--- config.mk ---
export PLATFORM = sky130hd
export DESIGN_NAME = dmx_exec
export DESIGN_NICKNAME = d
export VERILOG_FILES = /design/src/rtl/dmx_pkg.sv /design/src/rtl/dmx_exec.sv
export SDC_FILE = /design/constraint.sdc
export NUM_CORES = 1
export LEC_CHECK = 0
export BUFFER_PORTS_ARGS = -buffer_cell sky130_fd_sc_hd__clkbuf_2
export CORE_AREA = 2 2 98 100
export CTS_CLUSTER_SIZE = 20
export DETAILED_ROUTE_END_ITERATION = 12
export DIE_AREA = 0 0 100 102
export PLACE_DENSITY = 0.79
export SKIP_LAST_GASP = 1
export SYNTH_ARGS = -nofsm -noshare
export SYNTH_HDL_FRONTEND = slang
export SYNTH_SLANG_ARGS = --single-unit
--- constraint.sdc ---
create_clock -name clk -period 4.5 [get_ports clk]
set_input_delay 0.675 -clock clk [delete_from_list [all_inputs] [get_ports clk]]
set_output_delay 0.675 -clock clk [all_outputs]
set_load 0.05 [all_outputs]
--- src/rtl/dmx_pkg.sv ---
/*
  dmx_pkg: shared constants and carrier types for the data-move execution
  block. Assumes a single 100 MHz core clock and a synchronous reset.
*/
package dmx_pkg;
  // operation codes presented by the decoder
  typedef enum logic [2:0] {
    DMX_OP_NONE     = 3'h0,
    DMX_OP_COPYF    = 3'h1,  // copy_file_op
    DMX_OP_INDLOAD  = 3'h2,  // indirect_load_op
    DMX_OP_BANKLIT  = 3'h3,  // bank_literal_op
    DMX_OP_LATCHLIT = 3'h4,  // latch_literal_op
    DMX_OP_WORKLIT  = 3'h5,  // working_literal_op
    DMX_OP_STOREW   = 3'h6   // store_working_op
  } dmx_op_t;

  // pointer_update_field encodings
  localparam logic [1:0] DMX_MM_PREINC  = 2'h0;
  localparam logic [1:0] DMX_MM_PREDEC  = 2'h1;
  localparam logic [1:0] DMX_MM_POSTINC = 2'h2;
  localparam logic [1:0] DMX_MM_POSTDEC = 2'h3;

  // widths and reset values
  localparam int          DMX_PTR_W      = 16;
  localparam int          DMX_BANK_W     = 5;
  localparam int          DMX_LATCH_W    = 7;
  localparam logic [7:0]  DMX_W_RST      = 8'h00;
  localparam logic [15:0] DMX_PTR_RST    = 16'h0000;
  localparam logic [4:0]  DMX_BANK_RST   = 5'h00;
  localparam logic [6:0]  DMX_LATCH_RST  = 7'h00;
  localparam logic        DMX_Z_RST      = 1'b0;   // zero flag after reset

  // one decoded instruction
  typedef struct packed {
    dmx_op_t     op;       // operation
    logic [6:0]  faddr;    // file register address
    logic        dest;     // 0: working reg, 1: file reg
    logic        ptr_sel;  // which pointer_reg
    logic        rel;      // 1: relative offset form
    logic [1:0]  mm;       // pointer_update_field
    logic [5:0]  offset;   // signed -32..31
    logic [7:0]  literal;  // immediate
  } dmx_instr_t;

  // memory write request toward the file
  typedef struct packed {
    logic        we;
    logic [6:0]  addr;
    logic [7:0]  data;
  } dmx_fwr_t;
endpackage : dmx_pkg

--- src/rtl/dmx_exec.sv ---
/*
  dmx_exec: executes the data-move group of an 8-bit core, one instruction
  per enabled cycle. Assumes the surrounding core supplies file and indirect
  read data combinationally for the addresses this block drives out.
*/
`timescale 1ns/10ps
module dmx_exec #(
  // widths; only the documented ones are served by the logic below
  parameter int PTR_W   = dmx_pkg::DMX_PTR_W,    // pointer_reg width
  parameter int BANK_W  = dmx_pkg::DMX_BANK_W,   // bank_select_reg width
  parameter int LATCH_W = dmx_pkg::DMX_LATCH_W   // pc_high_latch width
) (
  // clock and reset
  input  wire logic               clk,
  input  wire logic               rst,
  // decoded instruction
  input  wire logic               instr_valid,
  input  wire dmx_pkg::dmx_instr_t instr,
  // file register read port, combinational
  output logic [6:0]              file_raddr,
  input  wire logic [7:0]         file_rdata,
  // indirect memory read port, combinational
  output logic [PTR_W-1:0]        ind_raddr,
  input  wire logic [7:0]         ind_rdata,
  // results, all registered
  output dmx_pkg::dmx_fwr_t       file_wr,
  output logic [7:0]              work_reg,
  output logic                    zero_flag,
  output logic [PTR_W-1:0]        pointer0,
  output logic [PTR_W-1:0]        pointer1,
  output logic [BANK_W-1:0]       bank_select_reg,
  output logic [LATCH_W-1:0]      pc_high_latch
);
  logic [PTR_W-1:0] ptr_cur;      // selected pointer
  logic [PTR_W-1:0] ptr_inc;      // pointer plus one
  logic [PTR_W-1:0] ptr_dec;      // pointer minus one
  logic [PTR_W-1:0] ptr_rel;      // pointer plus signed offset
  logic [PTR_W-1:0] ptr_after;    // pointer value after the load
  logic             is_copy;      // copy_file_op this cycle
  logic             is_ind;       // indirect_load_op this cycle
  logic [7:0]       moved;        // value moved by zero-affecting ops

  // refuse widths the address and literal paths were not built for;
  // the wrap rule ties the pointer to exactly sixteen bits
  if (PTR_W != dmx_pkg::DMX_PTR_W || BANK_W != dmx_pkg::DMX_BANK_W
      || LATCH_W != dmx_pkg::DMX_LATCH_W) begin : g_width_check
    $error("dmx_exec: unsupported width parameter");
  end

  // address generation; 16-bit truncation gives wrap-around for free
  always_comb begin
    ptr_cur = instr.ptr_sel ? pointer1 : pointer0;
    ptr_inc = ptr_cur + 16'h0001;
    ptr_dec = ptr_cur - 16'h0001;
    ptr_rel = ptr_cur + {{10{instr.offset[5]}}, instr.offset};
    is_copy = instr_valid && (instr.op == dmx_pkg::DMX_OP_COPYF);
    is_ind  = instr_valid && (instr.op == dmx_pkg::DMX_OP_INDLOAD);
    file_raddr = instr.faddr;
    // effective address: pre forms step first, post forms use pointer
    if (instr.rel) begin
      ind_raddr = ptr_rel;
    end else begin
      case (instr.mm)
        dmx_pkg::DMX_MM_PREINC:  ind_raddr = ptr_inc;
        dmx_pkg::DMX_MM_PREDEC:  ind_raddr = ptr_dec;
        default:                 ind_raddr = ptr_cur;
      endcase
    end
    // pointer update: relative form leaves it alone
    if (instr.rel) begin
      ptr_after = ptr_cur;
    end else if (instr.mm[0]) begin
      ptr_after = ptr_dec;
    end else begin
      ptr_after = ptr_inc;
    end
    moved = is_ind ? ind_rdata : file_rdata;
  end

  // working register
  always_ff @(posedge clk) begin
    if (rst) begin
      work_reg <= dmx_pkg::DMX_W_RST;
    end else if (is_ind) begin
      work_reg <= ind_rdata;
    end else if (is_copy && !instr.dest) begin
      work_reg <= file_rdata;
    end else if (instr_valid && instr.op == dmx_pkg::DMX_OP_WORKLIT) begin
      work_reg <= instr.literal;
    end
  end

  // zero flag: only the moved data value matters, pointer steps never do
  always_ff @(posedge clk) begin
    if (rst) begin
      zero_flag <= dmx_pkg::DMX_Z_RST;
    end else if (is_copy || is_ind) begin
      zero_flag <= (moved == 8'h00);
    end
  end

  // pointer registers
  always_ff @(posedge clk) begin
    if (rst) begin
      pointer0 <= dmx_pkg::DMX_PTR_RST;
      pointer1 <= dmx_pkg::DMX_PTR_RST;
    end else if (is_ind) begin
      if (instr.ptr_sel) begin
        pointer1 <= ptr_after;
      end else begin
        pointer0 <= ptr_after;
      end
    end
  end

  // bank select; only sixteen banks are reachable, so the top bit is
  // always written zero even when a wider literal arrives
  always_ff @(posedge clk) begin
    if (rst) begin
      bank_select_reg <= dmx_pkg::DMX_BANK_RST;
    end else if (instr_valid && instr.op == dmx_pkg::DMX_OP_BANKLIT) begin
      bank_select_reg <= {1'b0, instr.literal[3:0]};
    end
  end

  // pc high latch; literal bit 7 is dropped on purpose
  always_ff @(posedge clk) begin
    if (rst) begin
      pc_high_latch <= dmx_pkg::DMX_LATCH_RST;
    end else if (instr_valid && instr.op == dmx_pkg::DMX_OP_LATCHLIT) begin
      pc_high_latch <= instr.literal[6:0];
    end
  end

  // file write port: store working, or copy back to the same register
  always_ff @(posedge clk) begin
    if (rst) begin
      file_wr <= '0;
    end else begin
      file_wr.we   <= (instr_valid && instr.op == dmx_pkg::DMX_OP_STOREW)
                      || (is_copy && instr.dest);
      file_wr.addr <= instr.faddr;
      // a copy onto itself writes the read value back
      file_wr.data <= is_copy ? file_rdata : work_reg;
    end
  end

  // checks
  a_copy_to_work: assert property (@(posedge clk) disable iff (rst)
    is_copy && !instr.dest |=> work_reg == $past(file_rdata))
    else $error("copy to working register lost");
  a_copy_zero: assert property (@(posedge clk) disable iff (rst)
    is_copy |=> zero_flag == ($past(file_rdata) == 8'h00))
    else $error("copy zero flag wrong");
  a_ind_load: assert property (@(posedge clk) disable iff (rst)
    is_ind
    |=> work_reg == $past(ind_rdata) && zero_flag == ($past(ind_rdata) == 8'h00))
    else $error("indirect load wrong");
  a_preinc_addr: assert property (@(posedge clk) disable iff (rst)
    is_ind && !instr.rel && instr.mm == 2'h0 |-> ind_raddr == ptr_cur + 16'h0001)
    else $error("preincrement address wrong");
  a_rel_addr: assert property (@(posedge clk) disable iff (rst)
    is_ind && instr.rel && instr.offset == 6'h20 |-> ind_raddr == ptr_cur - 16'h0020)
    else $error("relative address wrong");
  a_ptr_post: assert property (@(posedge clk) disable iff (rst)
    is_ind && !instr.ptr_sel && !instr.rel && instr.mm[0]
    |=> pointer0 == $past(pointer0) - 16'h0001)
    else $error("pointer decrement wrong");
  a_ptr_wrap: assert property (@(posedge clk) disable iff (rst)
    is_ind && !instr.ptr_sel && !instr.rel && !instr.mm[0] && pointer0 == 16'hFFFF
    |=> pointer0 == 16'h0000)
    else $error("pointer wrap wrong");
  a_bank_load: assert property (@(posedge clk) disable iff (rst)
    instr_valid && instr.op == dmx_pkg::DMX_OP_BANKLIT
    |=> bank_select_reg == {1'b0, $past(instr.literal[3:0])} && $stable(zero_flag))
    else $error("bank literal wrong");
  a_latch_load: assert property (@(posedge clk) disable iff (rst)
    instr_valid && instr.op == dmx_pkg::DMX_OP_LATCHLIT
    |=> pc_high_latch == $past(instr.literal[6:0]) && $stable(zero_flag))
    else $error("latch literal wrong");
  a_work_lit: assert property (@(posedge clk) disable iff (rst)
    instr_valid && instr.op == dmx_pkg::DMX_OP_WORKLIT
    |=> work_reg == $past(instr.literal) && $stable(zero_flag))
    else $error("working literal wrong");
  a_store_work: assert property (@(posedge clk) disable iff (rst)
    instr_valid && instr.op == dmx_pkg::DMX_OP_STOREW
    |=> file_wr.we && file_wr.data == $past(work_reg) && $stable(zero_flag))
    else $error("store working wrong");
  a_flags_quiet: assert property (@(posedge clk) disable iff (rst)
    !(is_copy || is_ind) |=> $stable(zero_flag))
    else $error("zero flag changed unexpectedly");
  c_copy_self: cover property (@(posedge clk) is_copy && instr.dest);
  c_ind_rel: cover property (@(posedge clk) is_ind && instr.rel);
  c_ind_wrap: cover property (@(posedge clk) is_ind && ptr_cur == 16'h0000 && instr.mm[0]);

  // further checks on the copy-back path, the pointer arithmetic and the bank select top bit
  a_copy_back: assert property (@(posedge clk) disable iff (rst)
    is_copy && instr.dest
    |=> file_wr.we && file_wr.data == $past(file_rdata) && $stable(work_reg))
    else $error("copy back to file wrong");
  a_predec_addr: assert property (@(posedge clk) disable iff (rst)
    is_ind && !instr.rel && instr.mm == dmx_pkg::DMX_MM_PREDEC
    |-> ind_raddr == ptr_cur - 16'h0001)
    else $error("predecrement address wrong");
  a_post_addr: assert property (@(posedge clk) disable iff (rst)
    is_ind && !instr.rel && instr.mm[1] |-> ind_raddr == ptr_cur)
    else $error("post form address wrong");
  a_ptr_step_up: assert property (@(posedge clk) disable iff (rst)
    is_ind && !instr.ptr_sel && !instr.rel && !instr.mm[0]
    |=> pointer0 == $past(pointer0) + 16'h0001)
    else $error("pointer increment wrong");
  a_rel_hold: assert property (@(posedge clk) disable iff (rst)
    is_ind && instr.rel |=> $stable(pointer0) && $stable(pointer1))
    else $error("relative form moved a pointer");
  a_bank_top_bit: assert property (@(posedge clk) disable iff (rst)
    instr_valid && instr.op == dmx_pkg::DMX_OP_BANKLIT
    |=> !bank_select_reg[4])
    else $error("bank select top bit set");

  // store and upward wrap are the remaining main scenarios
  c_store_work: cover property (@(posedge clk)
    instr_valid && instr.op == dmx_pkg::DMX_OP_STOREW);
  c_ind_wrap_up: cover property (@(posedge clk)
    is_ind && ptr_cur == 16'hFFFF && !instr.mm[0] && !instr.rel);
endmodule : dmx_exec

==> impl_metrics.sql <==
INSERT INTO impl_metrics (metric_group, metric, value, unit) VALUES
('outcome', 'run_status', 'completed', ''),
('floorplan', 'core_area', '9110', 'µm²'),
('placed_design', 'dp_slack', '0.268', 'ns'),
('detailed_routing', 'firstDrtPassIters', '5', ''),
('yosys', 'syn_area', '4630', 'µm²'),
('timing', 'setup_total_negative_slack', '0', 'ns'),
('timing', 'post-route-min-period', '4.31', 'ns'),
('detailed_routing', 'total_wire_length', '13100', 'µm'),
('critical_path', 'crit_arrival', '3.63', 'ns'),
('yosys', 'yosys_warnings', '0', ''),
('cts', 'cts_hold_repair.buffers', '0', ''),
('critical_path', 'cp-end-kind', 'output port', ''),
('yosys', 'postSynthRegisterBits', '68', ''),
('detailed_routing', 'drt_drc_violations_left', '0', ''),
('cts', 'clkSinkCount', '68', ''),
('global_routing', 'grt.total_usage', '0.256', ''),
('critical_path', 'critPathMaxStageDelay', '0.37', 'ns'),
('global_routing', 'grt_overflow', '0', ''),
('detailed_routing', 'routed-via-count', '4730', ''),
('flow_run', 'max-cap-violations', '0', ''),
('yosys', 'synth_sequential_area_ratio', '0.294', ''),
('yosys', 'number_of_nets_produced_by_synthesis', '646', ''),
('floorplan', 'i_o_pin_count', '140', ''),
('timing', 'max_freq', '0.232', 'GHz'),
('detailed_routing', 'met1_length', '5270', 'µm'),
('critical_path', 'start_kind', 'input pin', ''),
('timing', 'hold_viol_final', '0', ''),
('cts', 'htree_num_levels', '3', ''),
('yosys', 'synth-async-reset-ratio', '0', ''),
('cells_and_area', 'fillCellCount', '808', ''),
('critical_path', 'worst_path_dominant_cell_family', 'compound AO/OA/AOI/OAI gates', ''),
('critical_path', 'critical_path_class', 'in2out', ''),
('detailed_routing', 'detail_route.iter0.violations', '259', ''),
('floorplan', 'starting_density_of_the_core', '0.509', ''),
('cts', 'path_clk_slew', '0.07', 'ns'),
('cells_and_area', 'leading_registers_by_flop_count', 'file_wr (16), pointer0 (16), pointer1 (16)', ''),
('critical_path', 'timing.critical_path.mode_cell', 'buf_12', ''),
('critical_path', 'cp.buffers_inverters', '4', ''),
('yosys', 'post-synth-top-area-fraction', '0.294', ''),
('power_and_ir_drop', 'p_leak', '2.52', 'nW'),
('yosys', 'cell_types_with_the_largest_area_share_after_synthesis', 'dfxtp_1, nor2_1, xnor2_1', ''),
('global_routing', 'grt_start_max_net_pins', '47', ''),
('cts', 'cts_buffers', '9', ''),
('yosys', 'synthFlopType', 'dfxtp_1', ''),
('critical_path', 'timing.critical_path.cells', 'clkbuf_2 > buf_12 > mux2_4 > ha_1 > a21oi_1 > o21ai_0 > and3_1 > a221o_1 > o2111ai_1 > o311ai_1 > buf_4 > xnor2_2 > buf_12', ''),
('global_routing', 'number_of_global_route_vias_before_repair', '4491', ''),
('yosys', 'synth_cell_types', '70', ''),
('timing', 'setup_slack', '0.195', 'ns'),
('yosys', 'avgSynthCellArea', '7.99', 'µm²'),
('yosys', 'post-synth-top-area-cell', 'dfxtp_1', ''),
('critical_path', 'ff2ff_path_depth', '10', ''),
('placed_design', 'dpl.hpwl', '10200', 'µm'),
('cts', 'cts-resized-gates', '0', ''),
('timing', 'timing.max_slew.rel_slack', '0.370', ''),
('critical_path', 'cp.required', '3.83', 'ns'),
('cells_and_area', 'layout-area-overhead-vs-synth', '21.8', '%'),
('placed_design', 'port_buffers', '138', ''),
('cts', 'cts_root_buf', 'clkbuf_8', ''),
('timing', 'timing.final.setup_violations', '0', ''),
('cts', 'worstSkewPairLatency', '0.34', 'ns'),
('yosys', 'synth_cells', '580', ''),
('placed_design', 'place_congestion', '1.03', ''),
('min_path', 'worstHoldPathType', 'reg2reg', ''),
('timing', 'slew_violations', '0', ''),
('detailed_routing', 'dr_wl_met3', '1140', 'µm'),
('power_and_ir_drop', 'power-per-cell-area', '258', 'nW/µm²'),
('cells_and_area', 'design.final.nets', '770', ''),
('detailed_routing', 'top_layer_used', 'met4', ''),
('cells_and_area', 'count_of_inserted_antenna_diode_cells', '0', ''),
('power_and_ir_drop', 'irDropWorstVdd', '209', 'µV'),
('timing', 'fin_worst_skew', '0.00806', 'ns');
==> metrics by stage <==
| step | instance area, µm² | hold WS (ns) | total power, W | cells | util |
|---|---|---|---|---|---|
| 2_1_floorplan | 4640 | 0.685 | 0.000880 | 580 | - |
| 3_3_place_gp | 5450 | 0.473 | 0.000968 | 804 | 0.599 |
| 3_5_place_dp | 5450 | 0.479 | 0.000976 | 804 | 0.599 |
| 4_1_cts | 5640 | 0.496 | 0.00146 | 819 | 0.620 |
| 5_1_grt | 5640 | 0.512 | 0.00151 | 819 | 0.620 |
| 6_report | 5640 | 0.493 | 0.00146 | 819 | 0.620 |
==> metal layers <==
layer | up-vias | global-route usage
li1 | 2286 | -
met1 | 2179 | 0.303
met2 | 236 | 0.458
met3 | 29 | 0.0534
met4 | 0 | 0.0959
met5 | - | 0
==> cells in the mapped netlist, types with 2 or more instances <==
cell type  instances
a211oi_1          10
a21o_1             7
a21oi_1           48
a221oi_1           6
and2_1             4
and3_1             6
buf_1              3
buf_2              2
buf_4              8
clkbuf_1          21
dfxtp_1           68
ha_1              17
inv_1             16
mux2_2             4
mux2_4             4
mux2i_1           23
mux2i_2            2
nand2_1           61
nand2b_1           2
nand3_1           12
nand3b_1           5
nand4_1            4
nor2_1            82
nor2b_1           12
nor3_1            10
nor3_2             4
nor3b_1            3
nor4_1             7
nor4b_1            2
o2111a_1           2
o2111ai_1          2
o21a_1             5
o21ai_0           23
o21ai_1            2
o21bai_1           2
o31ai_1            3
or3_1              9
xnor2_1           28
xor2_1            20
==> tightest hold or removal path: cells and delay by family (launching register included) <==
| family | cells | cell delay [ns] |
|---|---|---|
| DFF | 1 | 0.33 |
| and+or+nand+nor | 1 | 0.06 |
| AOI/OAI and AO/OA | 1 | 0.06 |
==> cell usage in the layout (no fill, tap or decap), drive strengths merged, types with 17 or more instances in the layout <==
cell type	count
clkbuf	143
nor2	83
dfxtp	68
nand2	61
a21oi	48
xnor2	28
mux2i	26
o21ai	25
xor2	20
ha	17
inv	17
==> kinds of logic (layout without fill, tap and decap cells) <==
family          after synthesis  after routing  synth area share
xor+xnor                     48             48            0.0907
compound gates              127            127             0.186
flops                        68             68             0.294
mux                          34             34            0.0832
buf+inv                      52            180            0.0508
fa+ha+maj                    18             18            0.0502
other cells                   1              1          0.000809
simple gates                232            232             0.245
==> final timing paths <==
| path | start | end | slack (ns) |
|---|---|---|---|
| max | instr[17] | ind_raddr[15] | 0.19 |
| min | work_reg[5] | file_wr[5] | 0.49 |
| max reg2reg | pointer1[0] | pointer0[12] | 1.88 |
| min reg2reg | work_reg[5] | file_wr[5] | 0.49 |
==> cell type report <==
type                    count  area [µm²]  share of cell area
repair buffers            148         838               0.149
flip-flops and latches     68        1360               0.241
multi-input cells         460        3050               0.541
inverters                  17        63.8              0.0113
well taps                 111         139              0.0246
clock inverters             6        66.3              0.0117
clock buffers               9         124              0.0219
==> power breakdown <==
part	total, W	leakage [nW]	switching (W)	internal, W
Clock	0.000490	0.0873	0.000238	0.000252
Sequential	0.000623	0.552	0.00000823	0.000615
Combinational	0.000342	1.89	0.000237	0.000106
Total	0.00146	2.52	0.000483	0.000973
Power figures use the tool's default switching activity.
